**config.mk**
```make
export PLATFORM = sky130hd
export DESIGN_NAME = dswp_top
export DESIGN_NICKNAME = d
export VERILOG_FILES = /design/src/dswp_pkg.sv /design/src/dswp_fifo.sv /design/src/dswp_top.sv
export SDC_FILE = /design/constraint.sdc
export NUM_CORES = 1
export LEC_CHECK = 0
export BUFFER_PORTS_ARGS = -buffer_cell sky130_fd_sc_hd__buf_2
export CAP_MARGIN = 15
export CORE_MARGIN = 4
export CORE_UTILIZATION = 30
export CTS_CLUSTER_SIZE = 30
export DETAILED_ROUTE_END_ITERATION = 16
export PLACE_DENSITY = 0.52
export SLEW_MARGIN = 20
export SYNTH_ARGS = -nofsm -noshare
export SYNTH_HDL_FRONTEND = slang
export SYNTH_HIERARCHICAL = 1
export SYNTH_SLANG_ARGS = --single-unit
```
**constraint.sdc**
```tcl
create_clock -name clk_i -period 4.65 [get_ports clk_i]
set_clock_uncertainty 0.05 [all_clocks]
set_input_delay 0 -clock clk_i [delete_from_list [all_inputs] [get_ports clk_i]]
set_output_delay 0 -clock clk_i [all_outputs]
set_load 0.02 [all_outputs]
```
**src/dswp_pkg.sv**
```systemverilog
/*
  dswp_pkg: shared constants and carrier types for the serial write port
  of the voltage-output converter.
  assumes: compiled before every other file of the block.
*/
package dswp_pkg;

  // ---------------------------------------------------------------------
  // frame and code widths
  // ---------------------------------------------------------------------
  localparam int unsigned FRAME_BITS = 24;
  localparam int unsigned CODE_BITS  = 16;
  localparam int unsigned CTRL_BITS  = FRAME_BITS - CODE_BITS;
  localparam int unsigned CNT_W      = 5;
  localparam int unsigned FIFO_DEPTH = 16;

  // ---------------------------------------------------------------------
  // reset values and code conversion
  // ---------------------------------------------------------------------
  localparam logic [CODE_BITS-1:0] MIDSCALE  = 16'h8000;
  localparam logic [CODE_BITS-1:0] SIGN_FLIP = 16'h8000;

  // ---------------------------------------------------------------------
  // timing: clock rate and host serial clock limit
  // ---------------------------------------------------------------------
  localparam int unsigned CLK_MHZ      = 250;
  localparam int unsigned SCLK_MAX_MHZ = 30;
  // least system cycles per serial period at the maximum rate
  localparam int unsigned SCLK_MIN_CYC = CLK_MHZ / SCLK_MAX_MHZ;

  // ---------------------------------------------------------------------
  // carriers
  // ---------------------------------------------------------------------
  typedef struct packed {
    logic [CTRL_BITS-1:0] ctrl;
    logic [CODE_BITS-1:0] data;
  } dswp_word_s;

  typedef struct packed {
    logic                 pd_unused;
    logic [CODE_BITS-1:0] code;
  } dswp_out_s;

endpackage : dswp_pkg

```
**src/dswp_fifo.sv**
```systemverilog
/*
  dswp_fifo: synchronous FIFO with valid/ready on both sides.
  assumes: one clock, synchronous active-low reset.
*/
`timescale 1ns/10ps
module dswp_fifo #(
  parameter int unsigned WIDTH = 24,
  parameter int unsigned DEPTH = 16
) (
  input  wire logic             clk_i,
  input  wire logic             rst_b_i,
  input  wire logic [WIDTH-1:0] in_data_i,
  input  wire logic             in_valid_i,
  output logic                  in_ready_o,
  output logic      [WIDTH-1:0] out_data_o,
  output logic                  out_valid_o,
  input  wire logic             out_ready_i
);

  localparam int unsigned AW = $clog2(DEPTH);

  logic [WIDTH-1:0] mem [DEPTH];
  logic [AW-1:0]    wp_ff, nxt_wp, rp_ff, nxt_rp;
  logic [AW:0]      cnt_ff, nxt_cnt;
  logic             push, pop;

  // handshake and pointer update
  always_comb begin
    in_ready_o  = (cnt_ff != (AW+1)'(DEPTH));
    out_valid_o = (cnt_ff != '0);
    push        = in_valid_i & in_ready_o;
    pop         = out_valid_o & out_ready_i;
    nxt_wp      = push ? wp_ff + 1'b1 : wp_ff;
    nxt_rp      = pop ? rp_ff + 1'b1 : rp_ff;
    nxt_cnt     = cnt_ff + {{AW{1'b0}}, push} - {{AW{1'b0}}, pop};
    out_data_o  = mem[rp_ff];
  end

  // storage and pointers
  always_ff @(posedge clk_i) begin
    if (push) begin
      mem[wp_ff] <= in_data_i;
    end
    if (!rst_b_i) begin
      wp_ff  <= '0;
      rp_ff  <= '0;
      cnt_ff <= '0;
    end else begin
      wp_ff  <= nxt_wp;
      rp_ff  <= nxt_rp;
      cnt_ff <= nxt_cnt;
    end
  end

endmodule : dswp_fifo

```
**src/dswp_top.sv**
```systemverilog
/*
  dswp_top: three-wire serial write port of the 16-bit converter.
  assumes: frame select, serial clock and data come from pins on another
  clock; the core clock (250 MHz) oversamples them.
*/
// Functional notes
// - frame select is active low and level sensitive; shifting only while low.
// - one data bit is shifted in on each of the first 24 serial clock falling edges of a frame; later edges are ignored.
// - after the 24th falling edge the converter code is updated.
// - frame select rising before the 24th edge aborts and drops the write.
// - after reset the code stays midscale until a full frame is accepted.
// - the received value is two's complement when forming the code.
`timescale 1ns/10ps
module dswp_top #(
  parameter int unsigned FRAME_BITS = dswp_pkg::FRAME_BITS
) (
  input  wire logic                           clk_i,
  input  wire logic                           rst_b_i,
  input  wire logic                           sel_b_i,
  input  wire logic                           sclk_i,
  input  wire logic                           sdin_i,
  output logic      [dswp_pkg::CODE_BITS-1:0] dac_code_o,
  output logic      [dswp_pkg::CTRL_BITS-1:0] dac_ctrl_o,
  output logic                                update_o,
  output logic                                abort_o
);

  typedef enum logic [1:0] {ST_IDLE, ST_SHIFT, ST_DONE} dswp_st_e;

  // ---------------------------------------------------------------------
  // pin synchronisers
  // ---------------------------------------------------------------------
  logic [1:0] sel_sync_ff, sclk_sync_ff, sdin_sync_ff;
  logic       sclk_prev_ff, sel_prev_ff;
  logic       sclk_fall, sel_rise;

  // two-flop sync then edge history
  always_ff @(posedge clk_i) begin
    if (!rst_b_i) begin
      sel_sync_ff  <= 2'h3;
      sclk_sync_ff <= 2'h0;
      sdin_sync_ff <= 2'h0;
      sclk_prev_ff <= 1'b0;
      sel_prev_ff  <= 1'b1;
    end else begin
      sel_sync_ff  <= {sel_sync_ff[0], sel_b_i};
      sclk_sync_ff <= {sclk_sync_ff[0], sclk_i};
      sdin_sync_ff <= {sdin_sync_ff[0], sdin_i};
      sclk_prev_ff <= sclk_sync_ff[1];
      sel_prev_ff  <= sel_sync_ff[1];
    end
  end

  assign sclk_fall = sclk_prev_ff & ~sclk_sync_ff[1];
  assign sel_rise  = ~sel_prev_ff & sel_sync_ff[1];

  // ---------------------------------------------------------------------
  // frame state machine and shift register
  // ---------------------------------------------------------------------
  dswp_st_e                   st_ff, nxt_st;
  logic [FRAME_BITS-1:0]      sr_ff, nxt_sr;
  logic [dswp_pkg::CNT_W-1:0] cnt_ff, nxt_cnt;
  logic                       push, fifo_rdy, abort_ff, nxt_abort;

  // frame sequencing
  always_comb begin
    nxt_st    = st_ff;
    nxt_sr    = sr_ff;
    nxt_cnt   = cnt_ff;
    push      = 1'b0;
    nxt_abort = 1'b0;
    unique case (st_ff)
      ST_IDLE: begin
        if (!sel_sync_ff[1]) begin
          nxt_st  = ST_SHIFT;
          nxt_cnt = '0;
        end
      end
      ST_SHIFT: begin
        if (sel_sync_ff[1]) begin
          nxt_st    = ST_IDLE;
          nxt_abort = 1'b1;
        end else if (sclk_fall) begin
          nxt_sr  = {sr_ff[FRAME_BITS-2:0], sdin_sync_ff[1]};
          nxt_cnt = cnt_ff + 1'b1;
          if (cnt_ff == dswp_pkg::CNT_W'(FRAME_BITS - 1)) begin
            push   = fifo_rdy;
            nxt_st = ST_DONE;
          end
        end
      end
      ST_DONE: begin
        if (sel_sync_ff[1]) begin
          nxt_st = ST_IDLE;
        end
      end
      default: nxt_st = ST_IDLE;
    endcase
  end

  always_ff @(posedge clk_i) begin
    if (!rst_b_i) begin
      st_ff    <= ST_IDLE;
      sr_ff    <= '0;
      cnt_ff   <= '0;
      abort_ff <= 1'b0;
    end else begin
      st_ff    <= nxt_st;
      sr_ff    <= nxt_sr;
      cnt_ff   <= nxt_cnt;
      abort_ff <= nxt_abort;
    end
  end

  // ---------------------------------------------------------------------
  // word buffer between frame capture and converter latch
  // ---------------------------------------------------------------------
  dswp_pkg::dswp_word_s fifo_out;
  logic                 fifo_vld;

  dswp_fifo #(
    .WIDTH (FRAME_BITS),
    .DEPTH (dswp_pkg::FIFO_DEPTH)
  ) u_fifo (
    .clk_i       (clk_i),
    .rst_b_i     (rst_b_i),
    .in_data_i   ({sr_ff[FRAME_BITS-2:0], sdin_sync_ff[1]}),
    .in_valid_i  (push),
    .in_ready_o  (fifo_rdy),
    .out_data_o  (fifo_out),
    .out_valid_o (fifo_vld),
    .out_ready_i (1'b1)
  );

  // ---------------------------------------------------------------------
  // converter code latch
  // ---------------------------------------------------------------------
  dswp_pkg::dswp_out_s            out_ff, nxt_out;
  logic [dswp_pkg::CTRL_BITS-1:0] ctrl_ff, nxt_ctrl;
  logic                           upd_ff, nxt_upd;

  // two's complement to offset binary, midscale after reset
  always_comb begin
    nxt_out  = out_ff;
    nxt_ctrl = ctrl_ff;
    nxt_upd  = fifo_vld;
    if (fifo_vld) begin
      nxt_out.code = fifo_out.data ^ dswp_pkg::SIGN_FLIP;
      nxt_ctrl     = fifo_out.ctrl;
    end
  end

  always_ff @(posedge clk_i) begin
    if (!rst_b_i) begin
      out_ff  <= '{pd_unused: 1'b0, code: dswp_pkg::MIDSCALE};
      ctrl_ff <= '0;
      upd_ff  <= 1'b0;
    end else begin
      out_ff  <= nxt_out;
      ctrl_ff <= nxt_ctrl;
      upd_ff  <= nxt_upd;
    end
  end

  assign dac_code_o = out_ff.code;
  assign dac_ctrl_o = ctrl_ff;
  assign update_o   = upd_ff;
  assign abort_o    = abort_ff;

  // ---------------------------------------------------------------------
  // checks
  // ---------------------------------------------------------------------
  property p_shift_gated;
    @(posedge clk_i) disable iff (!rst_b_i)
      sel_sync_ff[1] |=> (st_ff != ST_SHIFT);
  endproperty
  a_shift_gated: assert property (p_shift_gated)
    else $error("shifting while frame select high");

  property p_bit_count;
    @(posedge clk_i) disable iff (!rst_b_i)
      (st_ff == ST_SHIFT && !sel_sync_ff[1] && sclk_fall)
      |=> cnt_ff == $past(cnt_ff) + 1'b1;
  endproperty
  a_bit_count: assert property (p_bit_count)
    else $error("bit count did not advance on falling edge");

  property p_update_after_full;
    @(posedge clk_i) disable iff (!rst_b_i)
      push |-> ##2 update_o;
  endproperty
  a_update_after_full: assert property (p_update_after_full)
    else $error("no update after full frame");

  property p_abort_no_update;
    @(posedge clk_i) disable iff (!rst_b_i)
      abort_o |-> !fifo_vld && $stable(dac_code_o);
  endproperty
  a_abort_no_update: assert property (p_abort_no_update)
    else $error("aborted frame changed the code");

  property p_code_stable;
    @(posedge clk_i) disable iff (!rst_b_i)
      !$past(fifo_vld) |-> $stable(dac_code_o);
  endproperty
  a_code_stable: assert property (p_code_stable)
    else $error("code changed without accepted frame");

  property p_twos;
    @(posedge clk_i) disable iff (!rst_b_i)
      fifo_vld |=> dac_code_o == ($past(fifo_out.data) ^ dswp_pkg::SIGN_FLIP);
  endproperty
  a_twos: assert property (p_twos)
    else $error("code not converted from two's complement");

  property p_done_hold;
    @(posedge clk_i) disable iff (!rst_b_i)
      (st_ff == ST_DONE && !sel_sync_ff[1]) |=> st_ff == ST_DONE;
  endproperty
  a_done_hold: assert property (p_done_hold)
    else $error("left done state without select going high");

  property p_no_push_done;
    @(posedge clk_i) disable iff (!rst_b_i)
      (st_ff == ST_DONE) |-> !push ##1 $stable(sr_ff);
  endproperty
  a_no_push_done: assert property (p_no_push_done)
    else $error("word pushed after frame complete");

  c_update: cover property (@(posedge clk_i) disable iff (!rst_b_i)
    update_o);
  c_abort: cover property (@(posedge clk_i) disable iff (!rst_b_i)
    abort_o);
  c_rise: cover property (@(posedge clk_i) disable iff (!rst_b_i)
    sel_rise && st_ff == ST_DONE);

endmodule : dswp_top

```
; ---- Word-level counts from Yosys, hierarchy flattened
; Memories as Yosys holds them, arrays and structs flattened. A register that Yosys moved wholly into a read port is not among the register bits.
; Index checks and enable logic that the tools add are counted.
[word_totals]
mem_bits_rw = 384
inputBits = 5
wordCells = 61
romBits = 0
output_inout_bits = 26
ff_bits = 76
mem_count = 1
latchBits = 0
[mem_list]
columns = memory, depth, word_bits, read_ports, rd_ports_with_merged_regs, write_ports, line
row1 = u_fifo.mem, 16, 24, 1, 1, 1, dswp_fifo.sv:22  ; logic [WIDTH-1:0] mem [DEPTH];
[classes]
magnitude_cmp = 0
eq_ne = 10
mux = 19
multipliers = 0
shifts = 0
reduce_logical = 7
bitwise_logic = 5
n_div = 0
addsub = 5
[op_table]
columns = op, n
row1 = two-way mux 5 bit, 3
row2 = two-way mux 2 bit, 5
row3 = case mux 5 bit (2 select lines), 1
row4 = adder 4 x 1 -> 4 bit (second input constant), 2
row5 = two-way mux 4 bit, 2
row6 = inequality test 2 bit (second input constant), 4
row7 = AND reduction 4 bit, 2
row8 = two-way mux 1 bit, 7
row9 = inequality test 3 bit (second input constant), 2
row10 = case mux 2 bit (3 select lines), 1
row11 = adder 5 x 1 -> 5 bit, 1
row12 = adder 5 x 1 -> 5 bit (second input constant), 1
row13 = equality test 5 bit (second input constant), 1
row14 = inequality test 5 bit (second input constant), 1
row15 = nonzero test 5 bit, 1
row16 = subtractor 5 x 1 -> 5 bit, 1
row17 = inverter 1 bit, 3
row18 = AND reduction 3 bit, 1
row19 = bitwise AND 1 bit, 2
row20 = equality test 2 x 1 -> 1 bit (second input constant), 1
row21 = equality test 2 bit (second input constant), 1
row22 = zero test 2 bit, 1
row23 = AND reduction 2 bit, 1
row24 = nonzero test 2 bit, 1

; ---- Logic depth before layout (Yosys ltp)
; Gate-level depths: netlist (run 1).
[depth]
ltp_word = 8
depth_mapped = 15
depth_no_buf = 14

; ---- Modules after synthesis
; Netlist (run 1), hierarchy kept.
[by_module_without_submodules]
columns = mod, area_per_inst_um2, n_inst, cells_each, seq_area_each_um2
row1 = dswp_fifo, 15303.4, 1, 699, 11871.4
row2 = dswp_top, 2354.8, 1, 240, 1261.2

; ---- Least setup slack after synthesis (run 1)
; Ideal clock, no wire load.
[synth_path]
kind = register to register
start = reg st_ff[1]
end = mem u_fifo.mem[3][0] (enable)
path_slack_ns = 0.324
path_stages_with_launch = 8
t_required_ns = 4.134
setup_ns = 0.466
arrival_time_ns = 3.810
synth_period_minus_slack_ns = 4.326
path_buffers = 2
path_cell_list = dfxtp_1 -> nand2b_1 -> nor3_2 -> buf_2 -> and3_1 -> nand2_1 -> buf_2 -> nor4_1
[synth_between]
elab_chain_cells = 5
[synth_lines]
columns = element, line
row1 = "start, declared", dswp_top.sv:60  ; dswp_st_e st_ff, nxt_st;
row2 = "start signal, assigned", dswp_top.sv:108  ; st_ff <= nxt_st;
row3 = equality test 2 x 1 -> 1 bit, dswp_top.sv:72  ; unique case (st_ff)
row4 = two-way mux 1 bit, dswp_top.sv:72
row5 = named net push, dswp_top.sv:63  ; logic push, fifo_rdy, abort_ff, nxt_abort;
row6 = bitwise AND 1 bit, dswp_fifo.sv:31  ; push = in_valid_i & in_ready_o;
row7 = two-way mux 1 bit, dswp_fifo.sv:41  ; if (push) begin
row8 = two-way mux 1 bit (not written as such), dswp_fifo.sv:42  ; mem[wp_ff] <= in_data_i;
row9 = "end, declared", dswp_fifo.sv:22
; The timed path passes the listed nets, and every way through them passes these cells.

; ---- Worst setup path after layout (run 1)
[layout_path]
start = reg st_ff[1]
end = reg u_fifo.cnt_ff[4]
[layout_between]
elab_chain_cells = 5
[layout_lines]
columns = element, line
row1 = equality test 2 x 1 -> 1 bit, dswp_top.sv:72
row2 = two-way mux 1 bit, dswp_top.sv:72
row3 = named net push, dswp_top.sv:63
row4 = bitwise AND 1 bit, dswp_fifo.sv:31
row5 = adder 5 x 1 -> 5 bit, dswp_fifo.sv:35  ; nxt_cnt = cnt_ff + {{AW{1'b0}}, push} - {{AW{1'b0}}, pop};
row6 = subtractor 5 x 1 -> 5 bit, dswp_fifo.sv:35
row7 = "end signal, assigned", dswp_fifo.sv:51  ; cnt_ff <= nxt_cnt;
row8 = "end, declared", dswp_fifo.sv:24  ; logic [AW:0] cnt_ff, nxt_cnt;
; The timed path passes the listed nets, and every way through them passes these cells.
; A chain may end at the register's enable or synchronous reset.

==> results of run 1 <==
## final cells by class
class                      instances  area (um2)  area share [%]
sequential                       464       13100            64.1
multi-input combinational        409        4290            20.9
clock buffer                      66        1410            6.85
tap                              765         957            4.67
timing repair buffer              56         383            1.87
clock inverter                    28         268            1.31
inverter                          16        60.1           0.293
antenna                            1        2.50          0.0122
## layer usage
metal | vias up | track usage (%) | routed length, um
met5 | - | 0 | 0
met2 | 164 | 19.0 | 17700
met3 | 52 | 2.07 | 1680
li1 | 3832 | - | -
met4 | 0 | 3.46 | 742
met1 | 4548 | 17.6 | 18200
## flip-flops by register name, indices dropped and copies added, names as in the netlist, 2 cells and up, named ones only
name / cells
u_fifo/wp_ff: 4
sr_ff: 23
u_fifo/rp_ff: 4
sdin_sync_ff: 2
dac_ctrl_o: 8
sel_sync_ff: 2
st_ff: 2
sclk_sync_ff: 2
u_fifo/cnt_ff: 5
dac_code_o: 16
cnt_ff: 5
u_fifo/mem: 384
## stage by stage
stage	instance area [um2]	power [mW]	utilization [%]	hold slack (ps)
floorplan	17700	6.04	-	51.5
global placement	18800	6.48	32.4	148
detailed placement	18800	6.50	32.4	150
CTS	20500	10.5	35.3	71.1
global route	20500	10.8	35.3	111
finish	20500	10.3	35.3	114
## power breakdown
part	internal (mW)	leakage [nW]	switching (mW)
Clock	2.40	0.823	1.58
Combinational	0.829	1.68	0.798
Sequential	4.56	4.24	0.176
## cell families (layout without fill, tap and decap cells)
group,after synthesis,in the layout,synth area share (%)
AND/OR/NAND/NOR,175,175,5.06
flip-flops,464,464,74.4
other,1,5,0.0212
XOR/XNOR,10,10,0.496
AO/OA/AOI/OAI,86,86,3.61
multiplexers,121,121,13.7
adder cells (fa/ha/maj),13,13,0.964
buffers and inverters,69,166,1.82
## cells in the final DEF, fill, tap and decap left out, drive strengths merged, types with 20 or more instances in the layout
master and n:
edfxtp 384, mux2i 25, clkbuf 66, dfxtp 80, a21boi 27, mux4 96, a22oi 48, and2 23
nand2 77, clkinv 20, nor2b 27, buf 51
## worst max-delay path: stages (launching register included)
cell and delay, ps:
dfxtp_1 360, nand2b_1 250, nor3_4 180, buf_4 270, and3_1 260, nand2_1 310, ha_1 410, inv_1 60
ha_1 150, inv_1 60, fa_1 400, nand2b_1 160, a21oi_1 190, o21ai_0 100, and3b_1 190
## worst paths after layout
kind	start	end	slack (ps)
worst max-delay path	st_ff[1]	u_fifo/cnt_ff[4]	1130
worst max register to register	st_ff[1]	u_fifo/cnt_ff[4]	1130
worst min register to register	sel_sync_ff[0]	sel_sync_ff[1]	360
worst min-delay path	sel_b_i	sel_sync_ff[0]	110
## what timing repair did
action                                  in CTS  in global routing
hold endpoints to repair                    36                  0
hold buffers                                 5                  0
endpoints found under the setup margin       0                  0
==> metrics, run 1 <==
RSZ-0062 raised after global routing=false; sequential share of the synthesized area=roughly three quarters; Post-synth EDFFs=about 380; H-tree Lvls=2; P_leak=about 6.7 nW; Slew Viols, Final=0; antenna violations before repair=0; Clk pin slew, worst setup/hold paths=~60 ps; Crit path arrival time=between 3000 and 4000 ps; Final TNS setup=0 ps; share of the synthesized area in the top cell type=about two thirds; leading area contributor after synthesis=edfxtp_1; CTS root buf=clkbuf_16; router iterations before antenna repair=5; #FFs+latches synth=464; worst skew pair latency=between 500 and 600 ps; core area=a little under 0.06 mm2; Mapped Area=~0.018 mm2; vias per std cell=approximately 4.8; clk sinks=between 400 and 500; # rows=88; vias in the first global route=9011; final hold vios=0; status=completed; crit path launch type=register; number of DRC markers in iteration 0=660; Max Clock Freq=around 280 MHz; full die area=0.0628 mm2; DRC Markers=0; CTS tree=done; total gr overflow=0; Die H=roughly 250 um; VDD IR-drop max=about 0.00028 V; critical path class=register to register; minimum clock period=approximately 3500 ps; slew margin rel.=between 20% and 30%; CTS max path bufs=3; CTS Buf Count=51; post-route ant nets=0; post-DP HPWL=~23000 um; Final WS setup=1130 ps; area delta synth->final=16.1%; IO buf count=30; Max Cap Viol=0; dominant cells by area after synthesis=edfxtp_1, mux4_2, dfxtp_1, a22oi_1, nand2_1; crit-path max FO=24; first-pass GRT wire length=58100 um; Die W=251 um; wire length per cell=between 20 and 25 um; Filler Cell Count=around 5400; Hold Crit Depth=3; ys flop type=edfxtp_1; Ports=31; largest net degree at the start of global routing=48; Post-synth top cells=edfxtp_1, mux4_2, dfxtp_1; fin cells=between 1500 and 2000; Hold Path Class=input pin to register; yosys warns=6; Avg Inst Size Synth=between 15 and 20 um2; Synth cell types=43; reg2reg path depth=14; RePlAce Congestion=approximately 0.72; # nets final=~1000; pre-CTS setup slack=1150 ps; ys async rst share=0%; Cell Pwr Density=between 500 and 600 mW/mm2; DP Cell Count=~1700; final worst-path cycle share=roughly 76%; worst slew pin tran=1110 ps; post-CTS resize count=0; most common cell in the netlist=edfxtp_1; final number of setup-violating endpoints=0; Setup Fix Bufs, Post-CTS=0; CP required=between 5000 and 6000 ps; Critical Path End Type=register; GRT Util Overall=about an eighth; Syn Inst Count=939; Starting Density=between 30% and 40%; fraction of final layout cells sized beyond drive strength 1=between 20% and 30%; overall routed net length=around 38000 um; DR vias=8596
Power figures use the tool's default switching activity.
==> inputs of run 2 (changes only) <==
Settings changed: PLACE_DENSITY 0.52 to 0.5.
Clock period 4.65 ns to 3.6 ns, I/O delays scaled along.
==> run 2 against run 1 <==
- global-route usage is 0.25 points higher
- via count is 0.30% lower
- sequential power is 28% higher
- sequential cell count stayed put
- design area hardly changed
- first-iteration DRC count is 8.2% lower
- largest power group unchanged
- fmax is 13% higher
- sequential share of layout area is 0.051 points higher
- register-to-register slack worse by 660 ps
- critical path depth stayed put
- non-clock buffer count is 14 higher
- power is 25% higher
==> metrics, run 2 (synthesis gave the netlist of run 1 again) <==
Biggest register=u_fifo/mem; CTS Buf Count=48 (-5.9%); status=completed; Max Clock Freq=320 MHz (+13%); Seq pwr share=46.8% (+1.1 points); RSZ-0062 raised after global routing=false; final hold vios=0 (unchanged); # rows=88 (unchanged); clock group share of total power=37.0% (-1.5 points); Starting Density=30.4% (unchanged); CTS max path bufs=3 (unchanged); crit path launch type=register; VDD IR-drop max=0.000324 V (+16%); most frequent cells in the layout=edfxtp_1, mux4_2, dfxtp_1; clk sinks=464 (unchanged); worst skew pair latency=580 ps (about the same); Filler Cell Count=5368 (-0.43%); antenna cell count=0 (-1); slew margin rel.=26.7% (+1.1 points); final worst-path cycle share=86.9% (+11 points); post-DP HPWL=21100 um (-6.5%); H-tree Lvls=2 (unchanged); Crit path arrival time=3540 ps (-390 ps); Global Route met3 Usage=2.91% (+0.84 points); CTS tree=done; gr busiest metal=met2; Final WS setup=472 ps (-656 ps); fraction of final layout cells sized beyond drive strength 1=24.4% (+1.1 points); core area=0.0580 mm2 (unchanged); largest net degree at the start of global routing=74 (+54%); total gr overflow=0 (unchanged); worst slew pin tran=1100 ps (-11.0 ps); router iterations before antenna repair=4 (-1); P_leak=6.73 nW (-0.21%); vias in the first global route=8935 (-0.84%); switching share of power=25.0% (+0.32 points); IO buf count=30 (unchanged); full die area=0.0628 mm2 (unchanged); net load switching power=3.24 mW (+27%); Cell Pwr Density=632 mW/mm2 (+25%); max reg flops=384 (unchanged); antenna violations before repair=0 (unchanged); post-CTS resize count=0 (unchanged); Overall Power=13.0 mW (+25%); CTS root buf=clkbuf_16; Int Pwr=9.72 mW (+25%); CP required=4010 ps (-1050 ps); Logic pwr share=16.1% (+0.4 points); minimum clock period=3130 ps (-394 ps); first-pass GRT wire length=58900 um (+1.4%); Max Cap Viol=0 (unchanged); GRT Util Overall=12.4% (+0.25 points); DRC Markers=0 (unchanged); crit-path max FO=3 (-88%); Global Route met2 Usage=19.4% (+0.47 points); number of DRC markers in iteration 0=606 (-8.2%); met1 Usage GRT=17.8% (+0.11 points); Slew Viols, Final=0 (unchanged); # nets final=1027 (+1.1%); Post-DP Area=0.0189 mm2 (+0.81%); Die W=251 um (unchanged); area delta synth->final=16.0% (about the same); Critical Path End Type=register; vias per std cell=4.73 (-0.74%); register area=0.0131 mm2 (unchanged); post-route ant nets=0 (unchanged); Die H=251 um (unchanged); Clk pin slew, worst setup/hold paths=60 ps (about the same); most common cell after layout, fill and taps aside=edfxtp_1; final instance area=0.0205 mm2 (about the same); Ports=31 (unchanged); DR vias=8570 (-0.30%); RePlAce Congestion=0.695 (-3.6%); wire length per cell=21.5 um (+1.4%); footprint of the multi-input gates=0.00429 mm2 (about the same); final number of setup-violating endpoints=0 (unchanged); overall routed net length=39000 um (+1.8%); pre-CTS setup slack=495 ps (-650 ps); final design utilization=35.3% (about the same); critical path class=register to register; Hold Path Class=input pin to register
-- run 2: cell types whose count changed in the layout (fill, tap and decap cells not counted), sizes merged --
cell | before | now
buf | 51 | 66
bufinv | 5 | 3
clkinv | 20 | 14
clkinvlp | 0 | 5
diode | 1 | 0
dlygate4sd3 | 5 | 4
inv | 19 | 17
-- run 2: per-stage QoR --
| stage | instances | TNS [ps] | hold WS, ps |
|---|---|---|---|
| 2_1_floorplan | 942 | -69710 | 51.5 |
| 3_3_place_gp | 1720 | 0 | 141 |
| 3_5_place_dp | 1720 | 0 | 141 |
| 4_1_cts | 1813 | 0 | 70.1 |
| 5_1_grt | 1813 | 0 | 125 |
| 6_report | 1813 | 0 | 105 |
-- run 2: what timing repair did --
item | 4_1_cts | 5_1_grt
hold buffers | 4 | 0
setup buffers | 0 | 0
hold endpoints to repair | 7 | 0
-- run 2: worst max-delay path: stages (launching register included) --
cell and delay [ps]:
dfxtp_1 310, inv_1 80, ha_1 160, or4b_2 610, nand2_1 150, inv_1 60
ha_1 260, inv_1 60, ha_1 150, inv_1 60, fa_1 410, nand2b_1 170
a21oi_1 200, o21ai_0 100, and3b_1 180
-- run 2: worst paths after layout --
kind                            slack, ps          endpoint             start  cells after the start
worst max register to register        470  u_fifo/cnt_ff[4]  u_fifo/cnt_ff[3]                     14
worst min-delay path                  110    sel_sync_ff[0]           sel_b_i                      3
worst max-delay path                  470  u_fifo/cnt_ff[4]  u_fifo/cnt_ff[3]                     14
worst min register to register        360    sel_sync_ff[1]    sel_sync_ff[0]                      1
-- run 2: final cells by class --
| cell class | instances | share of cell area [%] |
|---|---|---|
| clock buffer | 66 | 6.34 |
| clock inverter | 23 | 1.06 |
| inverter | 16 | 0.293 |
| multi-input combinational | 409 | 21.0 |
| sequential | 464 | 64.1 |
| tap | 765 | 4.67 |
| timing repair buffer | 70 | 2.55 |
-- run 2: power groups by stage --
| stage | sequential [mW] | clock, mW | combinational [mW] |
|---|---|---|---|
| after global routing | 6.10 | 5.18 | 2.29 |
| after detailed placement | 6.20 | 0 | 2.14 |
| after floorplan | 6.19 | 0 | 1.62 |
| final | 6.07 | 4.80 | 2.09 |
| after CTS | 6.08 | 4.95 | 2.15 |
| after global placement | 6.20 | 0 | 2.13 |
-- run 2: per-layer routing --
metal  wire length (um)  vias to the layer above
li1                   -                     3847
met5                  0                        -
met4                657                        0
met3               1810                       56
met2              18300                      148
met1              18200                     4519
==> inputs of run 3 (changes only) <==
Settings changed: BUFFER_PORTS_ARGS -buffer_cell sky130_fd_sc_hd__buf_2 to unset, DONT_BUFFER_PORTS set to 1.
==> run 3 against run 2 <==
- combinational power fell by 9.6%
- largest cell class unchanged
- via count rose by 0.40%
- sequential power grew 2%
- highest routed layer unchanged
==> metrics, run 3 (synthesis gave the netlist of run 1 again) <==
Filler Cell Count=5397 (+0.54%); setup slack, reg-to-reg=530 ps (+50 ps); wire length per cell=21.8 um (+1.5%); DRC Markers=0 (unchanged); Slew Viols, Final=0 (unchanged); Clk pin slew, worst setup/hold paths=60 ps (about the same); delay-heaviest family, CP=simple AND/OR/NAND/NOR gates; CTS tree=done; # rows=88 (unchanged); CTS Buf Count=50 (+4.2%); Biggest register=u_fifo/mem; worst slew pin tran=1040 ps (-57.6 ps); Starting Density=30.4% (unchanged); CP required=4010 ps (about the same); Max Cap Viol=0 (unchanged); crit path launch type=register; fraction of final layout cells sized beyond drive strength 1=22.4% (-2.0 points); vias in the first global route=8833 (-1.1%); vias per std cell=4.80 (+1.6%); CTS max path bufs=3 (unchanged); area delta synth->final=15.9%; final worst-path cycle share=85.4% (-1.5 points); Hold Path Class=input pin to register; full die area=0.0628 mm2 (unchanged); total gr overflow=0 (unchanged); post-DP HPWL=22200 um (+5.2%); R2R Path Start=u_fifo/cnt_ff[3]; footprint of the multi-input gates=0.00430 mm2 (about the same); core area=0.0580 mm2 (unchanged); Ports=31 (unchanged); number of DRC markers in iteration 0=543 (-10%); GRT Util Overall=12.4% (-0.057 points); DR WL met3=1770 um (-2.0%); Overall Power=12.9 mW (-0.14%); first-pass GRT wire length=58700 um (-0.48%); RSZ-0062 raised after global routing=false; hold slack=45.4 ps (-59.8 ps); antenna violations before repair=0 (unchanged); Crit path arrival time=3480 ps (-60 ps); most common cell after layout, fill and taps aside=edfxtp_1; Slowest-stage cell, CP=or4b_2; reg2reg path depth=14 (unchanged); reg-to-reg endpoint=u_fifo/cnt_ff[4]; Buf/Inv on CP=4 (unchanged); final hold vios=0 (unchanged); Die H=251 um (unchanged); IO buf count=0 (-100%); most frequent cells in the layout=edfxtp_1, mux4_2, dfxtp_1; routed length on met1=18500 um (+1.6%); minimum clock period=3070 ps (-53.4 ps); worst skew pair latency=580 ps (about the same); largest net degree at the start of global routing=75 (+1.4%); antenna cell count=0 (unchanged); H-tree Lvls=2 (unchanged); DR vias=8604 (+0.40%); DP Cell Count=1690 (-1.7%); Max stage delay on crit path=620 ps (about the same); Die W=251 um (unchanged); P_leak=6.65 nW (-1.2%); CTS root buf=clkbuf_16; stages on the worst setup path=14 (unchanged); Top cell by count, worst path=inv_1; final number of setup-violating endpoints=0 (unchanged); status=completed; register area=0.0131 mm2 (unchanged); Critical Path End Type=register; # nets final=1003 (-2.3%); fin cells=1792 (-1.2%); Final TNS setup=0 ps (unchanged); post-route ant nets=0 (unchanged); slew margin rel.=30.2% (+3.5 points); Max Clock Freq=325 MHz (+1.7%); clk sinks=464 (unchanged); router iterations before antenna repair=5 (+1); crit-path max FO=3 (unchanged); CP cell instances=inv_1 -> ha_1 -> or4b_2 -> nand2_1 -> inv_1 -> ha_1 -> inv_1 -> ha_1 -> inv_1 -> fa_1 -> nand2b_1 -> a21oi_1 -> o21ai_0 -> and3b_1; CP startpoint=u_fifo/cnt_ff[3]; critical path class=register to register; max reg flops=384 (unchanged); VDD IR-drop max=0.000343 V (+5.8%); overall routed net length=39100 um (+0.33%); post-CTS resize count=0 (unchanged); RePlAce Congestion=0.723 (+4.0%); CP endpoint=u_fifo/cnt_ff[4]; met2 routed WL=18100 um (-1.2%); Cell Pwr Density=632 mW/mm2 (about the same); Max Used Layer=met4
==> run 3: worst register-to-register path, delay by kind of cell, from the launching register on <==
kind	cells	cell delay [ps]
buf+inv	4	240
fa+ha+maj	4	980
compound gates	2	260
simple gates	4	1130
flops	1	310
==> run 3: area by class of cell <==
class / count / area share [%]
Timing Repair Buffer: 44 / 2.23
Inverter: 16 / 0.294
Sequential cell: 464 / 64.2
Clock inverter: 26 / 0.991
Multi-Input combinational cell: 409 / 21.0
Tap cell: 765 / 4.68
Clock buffer: 68 / 6.60
==> run 3: routing by layer <==
metal	track usage, %	vias to the layer above
met4	3.38	0
met1	17.9	4581
li1	-	3805
met2	19.2	162
met3	2.33	56
met5	0	-
==> run 3: worst min path at each step <==
| stage | startpoint | to | slack (ps) | cells after the start |
|---|---|---|---|---|
| after floorplan | sel_b_i | sel_sync_ff[0] | 50 | 1 |
| final | sclk_i | sclk_sync_ff[0] | 50 | 2 |
| after global routing | sclk_i | sclk_sync_ff[0] | 30 | 2 |
| after global placement | rst_b_i | sel_sync_ff[0] | 30 | 1 |
| after CTS | sclk_i | sclk_sync_ff[0] | 10 | 2 |
| after detailed placement | rst_b_i | sel_sync_ff[0] | 30 | 1 |
==> run 3: metrics by stage <==
step	setup WS [ps]	area [um2]	util, %
after floorplan	-726	17700	-
after global placement	559	18800	32.4
after detailed placement	538	18800	32.4
after CTS	521	20500	35.3
after global routing	326	20500	35.3
final	526	20500	35.3
==> run 3: timing repair <==
action,CTS,global route
hold buffers,8,0
buffers inserted,0,0
endpoints found under the hold margin,80,0
==> run 3: report_power, final <==
| group | total (mW) | switching [mW] | internal [mW] |
|---|---|---|---|
| sequential | 6.21 | 0.325 | 5.89 |
| clock | 4.84 | 2.06 | 2.78 |
| combinational | 1.89 | 0.863 | 1.03 |
| total | 12.9 | 3.25 | 9.69 |
